## config.mk

```make
export PLATFORM = sky130hd
export DESIGN_NAME = csa_supervisor
export DESIGN_NICKNAME = d
export VERILOG_FILES = /design/src/pkg/csa_pkg.sv /design/src/core/csa_nv_store.sv /design/src/core/csa_supervisor.sv /design/src/core/csa_tick_div.sv
export SDC_FILE = /design/constraint.sdc
export NUM_CORES = 1
export LEC_CHECK = 0
export BUFFER_PORTS_ARGS = -buffer_cell sky130_fd_sc_hd__buf_4
export CAP_MARGIN = 10
export CORE_ASPECT_RATIO = 0.7
export CORE_MARGIN = 1.5
export CORE_UTILIZATION = 30
export CTS_CLUSTER_DIAMETER = 60
export DETAILED_ROUTE_END_ITERATION = 12
export GPL_TIMING_DRIVEN = 0
export MAX_ROUTING_LAYER = met4
export PLACE_DENSITY = 0.44
export REMOVE_ABC_BUFFERS = 1
export SLEW_MARGIN = 20
export SYNTH_ARGS = -nofsm -noshare
export SYNTH_HDL_FRONTEND = slang
export SYNTH_SLANG_ARGS = --single-unit
```

## constraint.sdc

```tcl
create_clock -name pclk -period 14.4 [get_ports pclk]
set_input_delay 2.16 -clock pclk [delete_from_list [all_inputs] [get_ports pclk]]
set_output_delay 2.16 -clock pclk [all_outputs]
set_load 0.01 [all_outputs]
```

## src/pkg/csa_pkg.sv

```systemverilog
// constants, register map and state codes for the counter supervisor
// assumes one 125 MHz clock and an APB slave with 32-bit data
`default_nettype none
package csa_pkg;
	localparam logic [7:0] OFF_CTRL      = 8'h00;
	localparam logic [7:0] OFF_CFG       = 8'h04;
	localparam logic [7:0] OFF_RT_ALARM  = 8'h08;
	localparam logic [7:0] OFF_ON1_ALARM = 8'h0c;
	localparam logic [7:0] OFF_ON2_ALARM = 8'h10;
	localparam logic [7:0] OFF_RT_MON    = 8'h14;
	localparam logic [7:0] OFF_ON1_MON   = 8'h18;
	localparam logic [7:0] OFF_ON2_MON   = 8'h1c;
	localparam logic [7:0] OFF_STATUS    = 8'h20;

	localparam logic [2:0]  KP_DEFAULT       = 3'h1;
	localparam logic [9:0]  RT_ALARM_DEFAULT = 10'h064;
	localparam logic [9:0]  RT_ALARM_MAX     = 10'h3e7;
	localparam logic [13:0] ON_ALARM_DEFAULT = 14'h0064;
	localparam logic [13:0] ON_ALARM_MAX     = 14'h270f;
	localparam logic [23:0] ON_SCALE         = 24'h0003e8;
	localparam logic signed [23:0] UNDER_LIMIT = 24'shfe7961;
	localparam logic signed [23:0] OVER_LIMIT  = 24'sh0f423f;

	localparam int unsigned ST_WARN    = 0;
	localparam int unsigned ST_UNDER   = 1;
	localparam int unsigned ST_OVER    = 2;
	localparam int unsigned ST_CPU     = 3;
	localparam int unsigned ST_RAM     = 4;
	localparam int unsigned ST_NVM     = 5;
	localparam int unsigned ST_KP_LIT  = 6;
	localparam int unsigned ST_SUPPR   = 7;
	localparam int unsigned ST_MODE    = 8;
	localparam int unsigned ST_ACT_CFG = 12;
	localparam int unsigned CFG_ACTIVE = 8;

	localparam int unsigned PIN_HOLD   = 0;
	localparam int unsigned PIN_RSTIN  = 1;
	localparam int unsigned PIN_PROT   = 2;
	localparam int unsigned PIN_KRST   = 3;
	localparam int unsigned PIN_KDISP  = 4;
	localparam int unsigned PIN_KUP    = 5;
	localparam int unsigned PIN_KDOWN  = 6;
	localparam int unsigned PIN_KCFG   = 7;
	localparam int unsigned PIN_KFN    = 8;
	localparam int unsigned PIN_KRUN   = 9;
	localparam int unsigned PIN_COUNT  = 10;

	localparam longint unsigned CLK_HZ          = 125000000;
	localparam longint unsigned FLASH_PERIOD_MS = 1000;
	localparam longint unsigned TENTH_YEAR_S    = 3155760;
	localparam logic [31:0] HALF_FLASH_CYCLES = 32'(CLK_HZ / 1000 * FLASH_PERIOD_MS / 2);
	localparam logic [63:0] TENTH_YEAR_CYCLES = 64'(TENTH_YEAR_S * CLK_HZ);

	typedef enum logic [1:0] {
		MODE_RUN = 2'b00,
		MODE_CFG = 2'b01,
		MODE_FN  = 2'b10
	} csa_mode_e;

	typedef enum logic [2:0] {
		CFG_PRESET1 = 3'b000,
		CFG_PRESET2 = 3'b001,
		CFG_TOTAL   = 3'b010,
		CFG_BATCH   = 3'b011,
		CFG_DUAL    = 3'b100,
		CFG_TWIN    = 3'b101,
		CFG_TACH    = 3'b110
	} csa_cfg_e;
endpackage
`default_nettype wire

```

## src/core/csa_nv_store.sv

```systemverilog
// persistent saturating counters with registered read values
// assumes factory_rst_n is only pulsed for a blank store, never by system reset
`timescale 1ns/100ps
`default_nettype none
module csa_nv_store #(
	parameter int unsigned N = 3,
	parameter int unsigned W = 24
) (
	input  wire logic         clk,
	input  wire logic         factory_rst_n,
	input  wire logic [N-1:0] inc,
	output var  logic [N*W-1:0] value
);
	// one process for all words keeps a single driver on value
	always_ff @(posedge clk or negedge factory_rst_n)
	begin
		if (!factory_rst_n)
			value <= '0;
		else
			for (int i = 0; i < N; i++)
				if (inc[i] && value[i*W +: W] != {W{1'b1}})
					value[i*W +: W] <= value[i*W +: W] + 1'b1;
	end
endmodule
`default_nettype wire

```

## src/core/csa_supervisor.sv

```systemverilog
// supervisor: modes, hold, key protect, replacement warning, self-diagnosis
// assumes panel pins are asynchronous; value and fault events share pclk
`timescale 1ns/100ps
`default_nettype none
module csa_supervisor #(
	parameter logic [63:0] TENTH_YEAR_CYCLES = csa_pkg::TENTH_YEAR_CYCLES,
	parameter logic [31:0] HALF_FLASH_CYCLES = csa_pkg::HALF_FLASH_CYCLES,
	parameter bit          TWO_OUTPUTS       = 1'b1,
	parameter bit          ANY_MODE          = 1'b1
) (
	input  wire logic               pclk,
	input  wire logic               presetn,
	input  wire logic               nv_factory_rstn,
	input  wire logic               psel,
	input  wire logic               penable,
	input  wire logic               pwrite,
	input  wire logic [7:0]         paddr,
	input  wire logic [31:0]        pwdata,
	output var  logic [31:0]        prdata,
	output var  logic               pready,
	output var  logic               pslverr,
	input  wire logic [9:0]         panel_pins,
	input  wire logic signed [23:0] present_value,
	input  wire logic               value_valid,
	input  wire logic               ovf_mode_applicable,
	input  wire logic               out1_on_evt,
	input  wire logic               out2_on_evt,
	input  wire logic               cpu_fault_evt,
	input  wire logic               ram_fault_evt,
	input  wire logic               nvm_fault_evt,
	output var  logic               outputs_off,
	output var  logic               outputs_hold,
	output var  logic               display_hold,
	output var  logic               count_halt,
	output var  logic               clear_present,
	output var  logic               init_set_values,
	output var  logic               factory_restore,
	output var  logic               kp_indicator,
	output var  logic               disp_key_ok,
	output var  logic               up_key_ok,
	output var  logic               down_key_ok,
	output var  logic               reset_op,
	output var  logic               replacement_warning,
	output var  logic               display_warning,
	output var  logic               display_flash,
	output var  logic               sub_blank,
	output var  logic               checksum_indication,
	output var  logic [1:0]         fault_code,
	output var  logic [1:0]         mode,
	output var  logic [2:0]         active_cfg
);
	// panel synchroniser: sync1 feeds sync2 only, sync3 is for edges
	logic [9:0]  sync1;
	logic [9:0]  sync2;
	logic [9:0]  sync3;
	logic [2:0]  protect_level;
	logic [2:0]  cfg_pending;
	logic [9:0]  rt_alarm;
	logic [13:0] on1_alarm;
	logic [13:0] on2_alarm;
	logic        underflow;
	logic        overflow;
	logic        cpu_fault;
	logic        ram_fault;
	logic        nvm_fault;
	logic        warn_suppress;
	logic        flash_phase;
	logic        rt_tick;
	logic        flash_tick;
	logic [71:0] nv_val;

	wire [9:0]  rise      = sync2 & ~sync3;
	wire        prot_on   = sync2[csa_pkg::PIN_PROT];
	wire        hold_on   = sync2[csa_pkg::PIN_HOLD];
	wire        in_run    = (mode == csa_pkg::MODE_RUN);
	wire [2:0]  lv        = protect_level;

	// protect gating, level only counts while the switch is on
	wire disp_allow = !prot_on || (lv <= 3'h4);
	wire rst_allow  = !prot_on || lv == 3'h1 || lv == 3'h3 || lv == 3'h6;
	wire ud_allow   = !prot_on || lv == 3'h1 || lv == 3'h2 || lv == 3'h6 || lv == 3'h7;

	wire go_cfg  = in_run && rise[csa_pkg::PIN_KCFG] && !prot_on;
	wire go_fn   = in_run && !rise[csa_pkg::PIN_KCFG] && rise[csa_pkg::PIN_KFN] && !prot_on;
	wire go_run  = !in_run && rise[csa_pkg::PIN_KRUN];
	wire cfg_chg = go_run && (mode == csa_pkg::MODE_CFG) && (cfg_pending != active_cfg);

	wire rst_evt = (in_run && rise[csa_pkg::PIN_KRST] && rst_allow) || rise[csa_pkg::PIN_RSTIN];

	wire [23:0] rt_val  = nv_val[23:0];
	wire [23:0] on1_raw = nv_val[47:24];
	wire [23:0] on2_raw = nv_val[71:48];
	wire [23:0] on1_k   = on1_raw / csa_pkg::ON_SCALE;
	wire [23:0] on2_k   = on2_raw / csa_pkg::ON_SCALE;

	wire rt_hit  = (rt_alarm != 10'h000) && (rt_val >= {14'h0000, rt_alarm});
	wire on1_hit = (on1_alarm != 14'h0000) && (on1_k >= {10'h000, on1_alarm});
	wire on2_hit = TWO_OUTPUTS && (on2_alarm != 14'h0000) && (on2_k >= {10'h000, on2_alarm});
	wire warn_cond = rt_hit || on1_hit || on2_hit;

	wire is_tach   = (active_cfg == csa_pkg::CFG_TACH);
	wire ovf_check = ovf_mode_applicable || is_tach || (active_cfg == csa_pkg::CFG_DUAL);
	wire under_set = value_valid && (present_value < csa_pkg::UNDER_LIMIT);
	wire over_set  = value_valid && ovf_check && (present_value > csa_pkg::OVER_LIMIT);

	wire [2:0] next_cfg_pending = pwdata[2:0];
	wire cfg_code_ok = (next_cfg_pending != 3'h7) &&
		(ANY_MODE || next_cfg_pending == csa_pkg::CFG_PRESET1 || next_cfg_pending == csa_pkg::CFG_TOTAL);

	// register decode
	wire hit_ctrl = (paddr == csa_pkg::OFF_CTRL);
	wire hit_cfg  = (paddr == csa_pkg::OFF_CFG);
	wire hit_rta  = (paddr == csa_pkg::OFF_RT_ALARM);
	wire hit_o1a  = (paddr == csa_pkg::OFF_ON1_ALARM);
	wire hit_o2a  = (paddr == csa_pkg::OFF_ON2_ALARM);
	wire hit_rtm  = (paddr == csa_pkg::OFF_RT_MON);
	wire hit_o1m  = (paddr == csa_pkg::OFF_ON1_MON);
	wire hit_o2m  = (paddr == csa_pkg::OFF_ON2_MON);
	wire hit_st   = (paddr == csa_pkg::OFF_STATUS);
	wire addr_ok  = hit_ctrl | hit_cfg | hit_rta | hit_o1a | hit_o2a | hit_rtm | hit_o1m | hit_o2m | hit_st;

	wire wr_ctrl_ok = hit_ctrl && (pwdata[31:3] == 29'h0) && (pwdata[2:0] != 3'h0);
	wire wr_cfg_ok  = hit_cfg && (pwdata[31:3] == 29'h0) && cfg_code_ok && (mode == csa_pkg::MODE_CFG);
	wire wr_rta_ok  = hit_rta && (pwdata <= {22'h0, csa_pkg::RT_ALARM_MAX});
	wire wr_o1a_ok  = hit_o1a && (pwdata <= {18'h0, csa_pkg::ON_ALARM_MAX});
	wire wr_o2a_ok  = hit_o2a && (pwdata <= {18'h0, csa_pkg::ON_ALARM_MAX});
	wire wr_ok      = wr_ctrl_ok | wr_cfg_ok | wr_rta_ok | wr_o1a_ok | wr_o2a_ok;

	wire setup  = psel && !penable;
	wire commit = psel && penable && pready && pwrite && !pslverr;

	wire [31:0] status_word = {16'h0000, 1'b0, active_cfg, 2'b00, mode,
		warn_suppress, prot_on, nvm_fault, ram_fault, cpu_fault, overflow, underflow, replacement_warning};

	wire [31:0] rdata_mux =
		hit_ctrl ? {29'h0, protect_level} :
		hit_cfg  ? {21'h0, active_cfg, 5'h00, cfg_pending} :
		hit_rta  ? {22'h0, rt_alarm} :
		hit_o1a  ? {18'h0, on1_alarm} :
		hit_o2a  ? {18'h0, on2_alarm} :
		hit_rtm  ? {8'h00, rt_val} :
		hit_o1m  ? {8'h00, on1_k} :
		hit_o2m  ? {8'h00, on2_k} :
		hit_st   ? status_word : 32'h0000_0000;

	wire fault_off = cpu_fault || ram_fault || nvm_fault;
	wire nvm_clear = rst_evt && nvm_fault;

	csa_tick_div #(
		.WIDTH (64),
		.COUNT (TENTH_YEAR_CYCLES)
	) u_rt_div (
		.clk    (pclk),
		.rst_n  (presetn),
		.enable (1'b1),
		.tick   (rt_tick)
	);

	csa_tick_div #(
		.WIDTH (32),
		.COUNT (HALF_FLASH_CYCLES)
	) u_flash_div (
		.clk    (pclk),
		.rst_n  (presetn),
		.enable (1'b1),
		.tick   (flash_tick)
	);

	// powered time and ON counts, untouched by presetn or reset operations
	csa_nv_store #(
		.N (3),
		.W (24)
	) u_nv (
		.clk           (pclk),
		.factory_rst_n (nv_factory_rstn),
		.inc           ({out2_on_evt & TWO_OUTPUTS, out1_on_evt, rt_tick}),
		.value         (nv_val)
	);

	always_ff @(posedge pclk or negedge presetn)
	begin
		if (!presetn)
		begin
			sync1 <= 10'h000;
			sync2 <= 10'h000;
			sync3 <= 10'h000;
		end
		else
		begin
			sync1 <= panel_pins;
			sync2 <= sync1;
			sync3 <= sync2;
		end
	end

	// apb slave, zero wait state, error on unmapped or refused access
	always_ff @(posedge pclk or negedge presetn)
	begin
		if (!presetn)
		begin
			pready  <= 1'b0;
			pslverr <= 1'b0;
			prdata  <= 32'h0000_0000;
		end
		else
		begin
			pready  <= setup;
			pslverr <= setup && (!addr_ok || (pwrite && !wr_ok));
			if (setup && !pwrite)
				prdata <= rdata_mux;
		end
	end

	// settings are persistent: power cycles keep them, a reset operation during a non-volatile fault restores defaults
	always_ff @(posedge pclk or negedge nv_factory_rstn)
	begin
		if (!nv_factory_rstn)
		begin
			protect_level <= csa_pkg::KP_DEFAULT;
			rt_alarm      <= csa_pkg::RT_ALARM_DEFAULT;
			on1_alarm     <= csa_pkg::ON_ALARM_DEFAULT;
			on2_alarm     <= csa_pkg::ON_ALARM_DEFAULT;
		end
		else if (nvm_clear)
		begin
			protect_level <= csa_pkg::KP_DEFAULT;
			rt_alarm      <= csa_pkg::RT_ALARM_DEFAULT;
			on1_alarm     <= csa_pkg::ON_ALARM_DEFAULT;
			on2_alarm     <= csa_pkg::ON_ALARM_DEFAULT;
		end
		else if (commit)
		begin
			if (wr_ctrl_ok)
				protect_level <= pwdata[2:0];
			if (wr_rta_ok)
				rt_alarm <= pwdata[9:0];
			if (wr_o1a_ok)
				on1_alarm <= pwdata[13:0];
			if (wr_o2a_ok)
				on2_alarm <= pwdata[13:0];
		end
	end

	// operating mode and configuration
	always_ff @(posedge pclk or negedge presetn)
	begin
		if (!presetn)
		begin
			mode            <= csa_pkg::MODE_RUN;
			active_cfg      <= csa_pkg::CFG_PRESET1;
			cfg_pending     <= csa_pkg::CFG_PRESET1;
			clear_present   <= 1'b0;
			init_set_values <= 1'b0;
		end
		else
		begin
			clear_present   <= go_cfg;
			init_set_values <= cfg_chg || (nvm_clear && active_cfg != csa_pkg::CFG_PRESET1);
			if (nvm_clear)
			begin
				active_cfg  <= csa_pkg::CFG_PRESET1;
				cfg_pending <= csa_pkg::CFG_PRESET1;
			end
			else if (go_cfg)
				cfg_pending <= active_cfg;
			else if (cfg_chg)
				active_cfg <= cfg_pending;
			else if (commit && wr_cfg_ok)
				cfg_pending <= next_cfg_pending;
			unique case (mode)
				csa_pkg::MODE_RUN:
					mode <= go_cfg ? csa_pkg::MODE_CFG : go_fn ? csa_pkg::MODE_FN : csa_pkg::MODE_RUN;
				csa_pkg::MODE_CFG,
				csa_pkg::MODE_FN:
					mode <= go_run ? csa_pkg::MODE_RUN : mode;
				default:
					mode <= csa_pkg::MODE_RUN;
			endcase
		end
	end

	// diagnosis flags; an arriving fault wins over a clearing reset
	always_ff @(posedge pclk or negedge presetn)
	begin
		if (!presetn)
		begin
			underflow     <= 1'b0;
			overflow      <= 1'b0;
			cpu_fault     <= 1'b0;
			ram_fault     <= 1'b0;
			nvm_fault     <= 1'b0;
			warn_suppress <= 1'b0;
		end
		else
		begin
			underflow     <= under_set || (underflow && !rst_evt);
			overflow      <= over_set || (overflow && !(rst_evt && !is_tach));
			cpu_fault     <= cpu_fault_evt || (cpu_fault && !rst_evt);
			ram_fault     <= ram_fault_evt || ram_fault;
			nvm_fault     <= nvm_fault_evt || (nvm_fault && !rst_evt);
			warn_suppress <= warn_suppress || rst_evt;
		end
	end

	// panel and output control
	always_ff @(posedge pclk or negedge presetn)
	begin
		if (!presetn)
		begin
			outputs_off         <= 1'b1;
			outputs_hold        <= 1'b0;
			display_hold        <= 1'b0;
			count_halt          <= 1'b0;
			factory_restore     <= 1'b0;
			kp_indicator        <= 1'b0;
			disp_key_ok         <= 1'b0;
			up_key_ok           <= 1'b0;
			down_key_ok         <= 1'b0;
			reset_op            <= 1'b0;
			replacement_warning <= 1'b0;
			display_warning     <= 1'b0;
			display_flash       <= 1'b0;
			sub_blank           <= 1'b0;
			checksum_indication <= 1'b0;
			fault_code          <= 2'b00;
			flash_phase         <= 1'b0;
		end
		else
		begin
			outputs_off  <= (mode == csa_pkg::MODE_CFG) || fault_off;
			outputs_hold <= hold_on && in_run;
			display_hold <= hold_on && in_run;
			count_halt   <= (mode == csa_pkg::MODE_CFG);
			factory_restore <= nvm_clear;
			kp_indicator <= prot_on;
			disp_key_ok  <= in_run && rise[csa_pkg::PIN_KDISP] && disp_allow;
			up_key_ok    <= rise[csa_pkg::PIN_KUP] && ud_allow;
			down_key_ok  <= rise[csa_pkg::PIN_KDOWN] && ud_allow;
			reset_op     <= rst_evt;
			replacement_warning <= warn_cond && !warn_suppress && !rst_evt;
			if (flash_tick)
				flash_phase <= !flash_phase;
			display_warning <= replacement_warning && flash_phase;
			display_flash   <= (underflow || overflow) && flash_phase;
			sub_blank       <= cpu_fault || ram_fault;
			checksum_indication <= nvm_fault;
			fault_code <= cpu_fault ? 2'b01 : (ram_fault || nvm_fault) ? 2'b10 : 2'b00;
		end
	end
endmodule
`default_nettype wire

```

## src/core/csa_tick_div.sv

```systemverilog
// one-cycle tick every COUNT enabled cycles
// assumes a single clock; used for slow rates without extra clocks
`timescale 1ns/100ps
`default_nettype none
module csa_tick_div #(
	parameter int unsigned       WIDTH = 32,
	parameter logic [WIDTH-1:0]  COUNT = 1000
) (
	input  wire logic clk,
	input  wire logic rst_n,
	input  wire logic enable,
	output var  logic tick
);
	logic [WIDTH-1:0] cnt;
	wire              wrap = (cnt == COUNT - 1'b1);

	always_ff @(posedge clk or negedge rst_n)
	begin
		if (!rst_n)
		begin
			cnt  <= '0;
			tick <= 1'b0;
		end
		else
		begin
			tick <= enable & wrap;
			if (enable)
				cnt <= wrap ? '0 : cnt + 1'b1;
		end
	end
endmodule
`default_nettype wire

```

==> results.cfg <==
[yosys]
syn_avg_cell_area_um2 = 8.658
yosysTopAreaCellShare_pct = 31.07
synth.area.top_cells = dfrtp_1 31%, xnor2_1 5.6%, nor2_1 3.9%, nand2_1 3.9%, mux2i_1 3.9%
syn_area_mm2 = 0.02312
synth_edf_count = 0
syn_inst = 2670
synthArstFlopShare_pct = 100.0
synth_area_leader_cell = dfrtp_1
synth_warnings = 0
synth_ff_type = dfrtp_1
yosysSeqAreaShare_pct = 32.32
ys_ff_latch = 298
netlist-cell-type-count = 151

[run]
cap_violations = 0

[drt]
drtAntennaViolNets = 0
routedWlPerCell_um = 20.34
drt_iter0_drc = 1949
avgViaCountPerCell = 5.648
drc_errors = 0
drt_wl_total_mm = 77.09
dr.pass1.iters = 5
vias = 21400

[placement]
io_buffers = 136
post-dp-hpwl_mm = 58.11
place.gp.congestion = 0.9103
place_ws_ns = -1.852

[clock_network]
clock_latency_ns = 0.58
cts_made_buffers = 38
clockBufferDepth = 3
ctsHoldBuffers = 0
cts-root-buf = clkbuf_16
h-tree-depth = 2
cts.sinks = 298
cts_tree = done
path_clk_slew_ns = 0.06

[timing]
slew_violations = 0
hold_ws_ns = 0.3431
finalHoldViolCount = 0
fin_skew_ns = 0.03655
fmax_ghz = 0.07367
period_minus_slack_ns = 13.57
finalCritPeriodShare_pct = 94.26
final-setup-viol-count = 0
slew_headroom_pct = 20.44
tightest_slew_ns = 1.184
layout_setup_ws_ns = 0.8264

[die]
ios = 145
chipWidth_um = 334.8
core_mm2 = 0.07567
dieArea_mm2 = 0.07876
rows = 84
initial_core_util_pct = 30.55
die_h_um = 235.3

[setup_path]
critical-path-top-delay-family = compound AO/OA/AOI/OAI gates
worstPathMaxFanout = 19
endpoint_kind = flip-flop
slowest_delay_ns = 0.59
worstPathRequired_ns = 14.85
crit_buf_inv = 6
cp.arrival_ns = 14.03
crit_path_frequent_cell = nand2b_1
critPathSlowestCell = dfrtp_4
r2r_slack_ns = 0.83
critPathLaunchType = flip-flop
path_class = flip-flop to flip-flop

[power_and_ir_drop]
p_leak_nw = 11.28
power_density_mw_per_mm2 = 82.60
vdd_drop_max_v = 0.00007176

[cells_and_area]
fin_nets = 2900
final_common_cell = dfrtp_1
drive_gt1_share_pct = 17.22
final_cell_mix = 271 x dfrtp_1, 236 x nand2_1, 236 x nor2_1, 170 x buf_4, 142 x xnor2_1
syn2layout_area_growth_pct = 16.82

[global_routing]
grt.total_usage_pct = 19.53
grt_overflow = 0
grt_first_pass_wirelength_mm = 120.4
grt_pass1_vias = 20080
grt_max_degree = 89
antenna_found_initial = 7

[min_path]
min_path_type = flip-flop to flip-flop

[run_status]
outcome = complete, no violations
[synthesized netlist by cell type (all sizes together) (23+ instances only)]
cell / number
dfrtp: 287
nor2: 242
nand2: 238
xnor2: 150
o21ai: 133
a21oi: 123
nand3: 123
inv: 100
mux2i: 91
nor3: 81
clkbuf: 67
xor2: 64
buf: 63
nor4: 59
nand4: 57
and3: 54
ha: 47
o211ai: 44
and2: 41
a31oi: 37
a211oi: 33
nand2b: 31
or3: 31
a22o: 28
nor2b: 28
o31ai: 25
or2: 23
[kinds of logic after synthesis]
logic type,count (synthesis),synth area share (%)
other cells,1,0.01622
simple gates,1065,23.91
buf+inv,235,4.552
flops,298,32.32
fa+ha+maj,57,2.982
compound gates,687,22.66
mux,113,5.261
xor+xnor,214,8.303
[final cells by class]
type / instances / area (um2)
repair buffers: 179 / 1446
diodes: 6 / 15.01
multi-input cells: 2144 / 15180
fillers: 7842 / 48670
inverters: 105 / 407.9
well taps: 989 / 1237
clock buffers: 54 / 1051
clock inverters: 14 / 165.2
flip-flops and latches: 298 / 7498
[metrics by stage]
| stage | TNS, ns | power, mW | cell area (um2) | instances | utilization [%] |
|---|---|---|---|---|---|
| finish | 0 | 2.231 | 27010 | 3789 | 35.69 |
| global route | -0.04882 | 2.341 | 27010 | 3789 | 35.69 |
| CTS | 0 | 2.257 | 26320 | 3755 | 34.79 |
| detailed placement | -1.852 | 1.295 | 24920 | 3679 | 32.94 |
| global placement | -1.849 | 1.282 | 24760 | 3672 | 32.71 |
| floorplan | 0 | 1.154 | 22500 | 2547 | - |
[path summary, 6_finish.rpt]
check | start | to | cells past startpoint
setup / recovery | u_nv.value[65] | replacement_warning | 60
hold / removal | sync1[5] | sync2[5] | 0
setup reg to reg | u_nv.value[65] | replacement_warning | 60
hold reg to reg | sync1[5] | sync2[5] | 0
max in group asynchronous | presetn | outputs_off | 3
min in group asynchronous | presetn | sync1[6] | 1
[flip-flops by register name (all words and copies together) (netlist names), 9 cells and up]
name	flops
sync2	10
u_nv.value	72
sync3	9
rt_alarm	10
u_flash_div.cnt	32
prdata	24
sync1	10
u_rt_div.cnt	64
on1_alarm	14
on2_alarm	14
[power breakdown]
group / switching [mW] / total (mW) / leakage, nW / internal (mW)
Clock: 0.398 / 0.935 / 0.586 / 0.537
Combinational: 0.212 / 0.363 / 6.82 / 0.151
Sequential: 0.0645 / 0.933 / 3.88 / 0.869
Total: 0.674 / 2.23 / 11.3 / 1.56
[what timing repair did]
item	4_1_cts	5_1_grt
pin swaps	3	20
endpoints found under the hold margin	0	0
setup endpoints to repair	1	1
gates cloned	0	0
gates resized for setup	24	86
setup buffers	8	28
[metal layers]
layer / global-route usage, % / routed length, um / vias up
met2: 25.50 / 30260 / 686
met4: 3.099 / 1035 / 0
met3: 2.825 / 4898 / 62
li1: - / - / 10120
met1: 31.21 / 40890 / 10530
met5: - / 0 / -
Note: power is estimated with default switching activity, not from simulation.
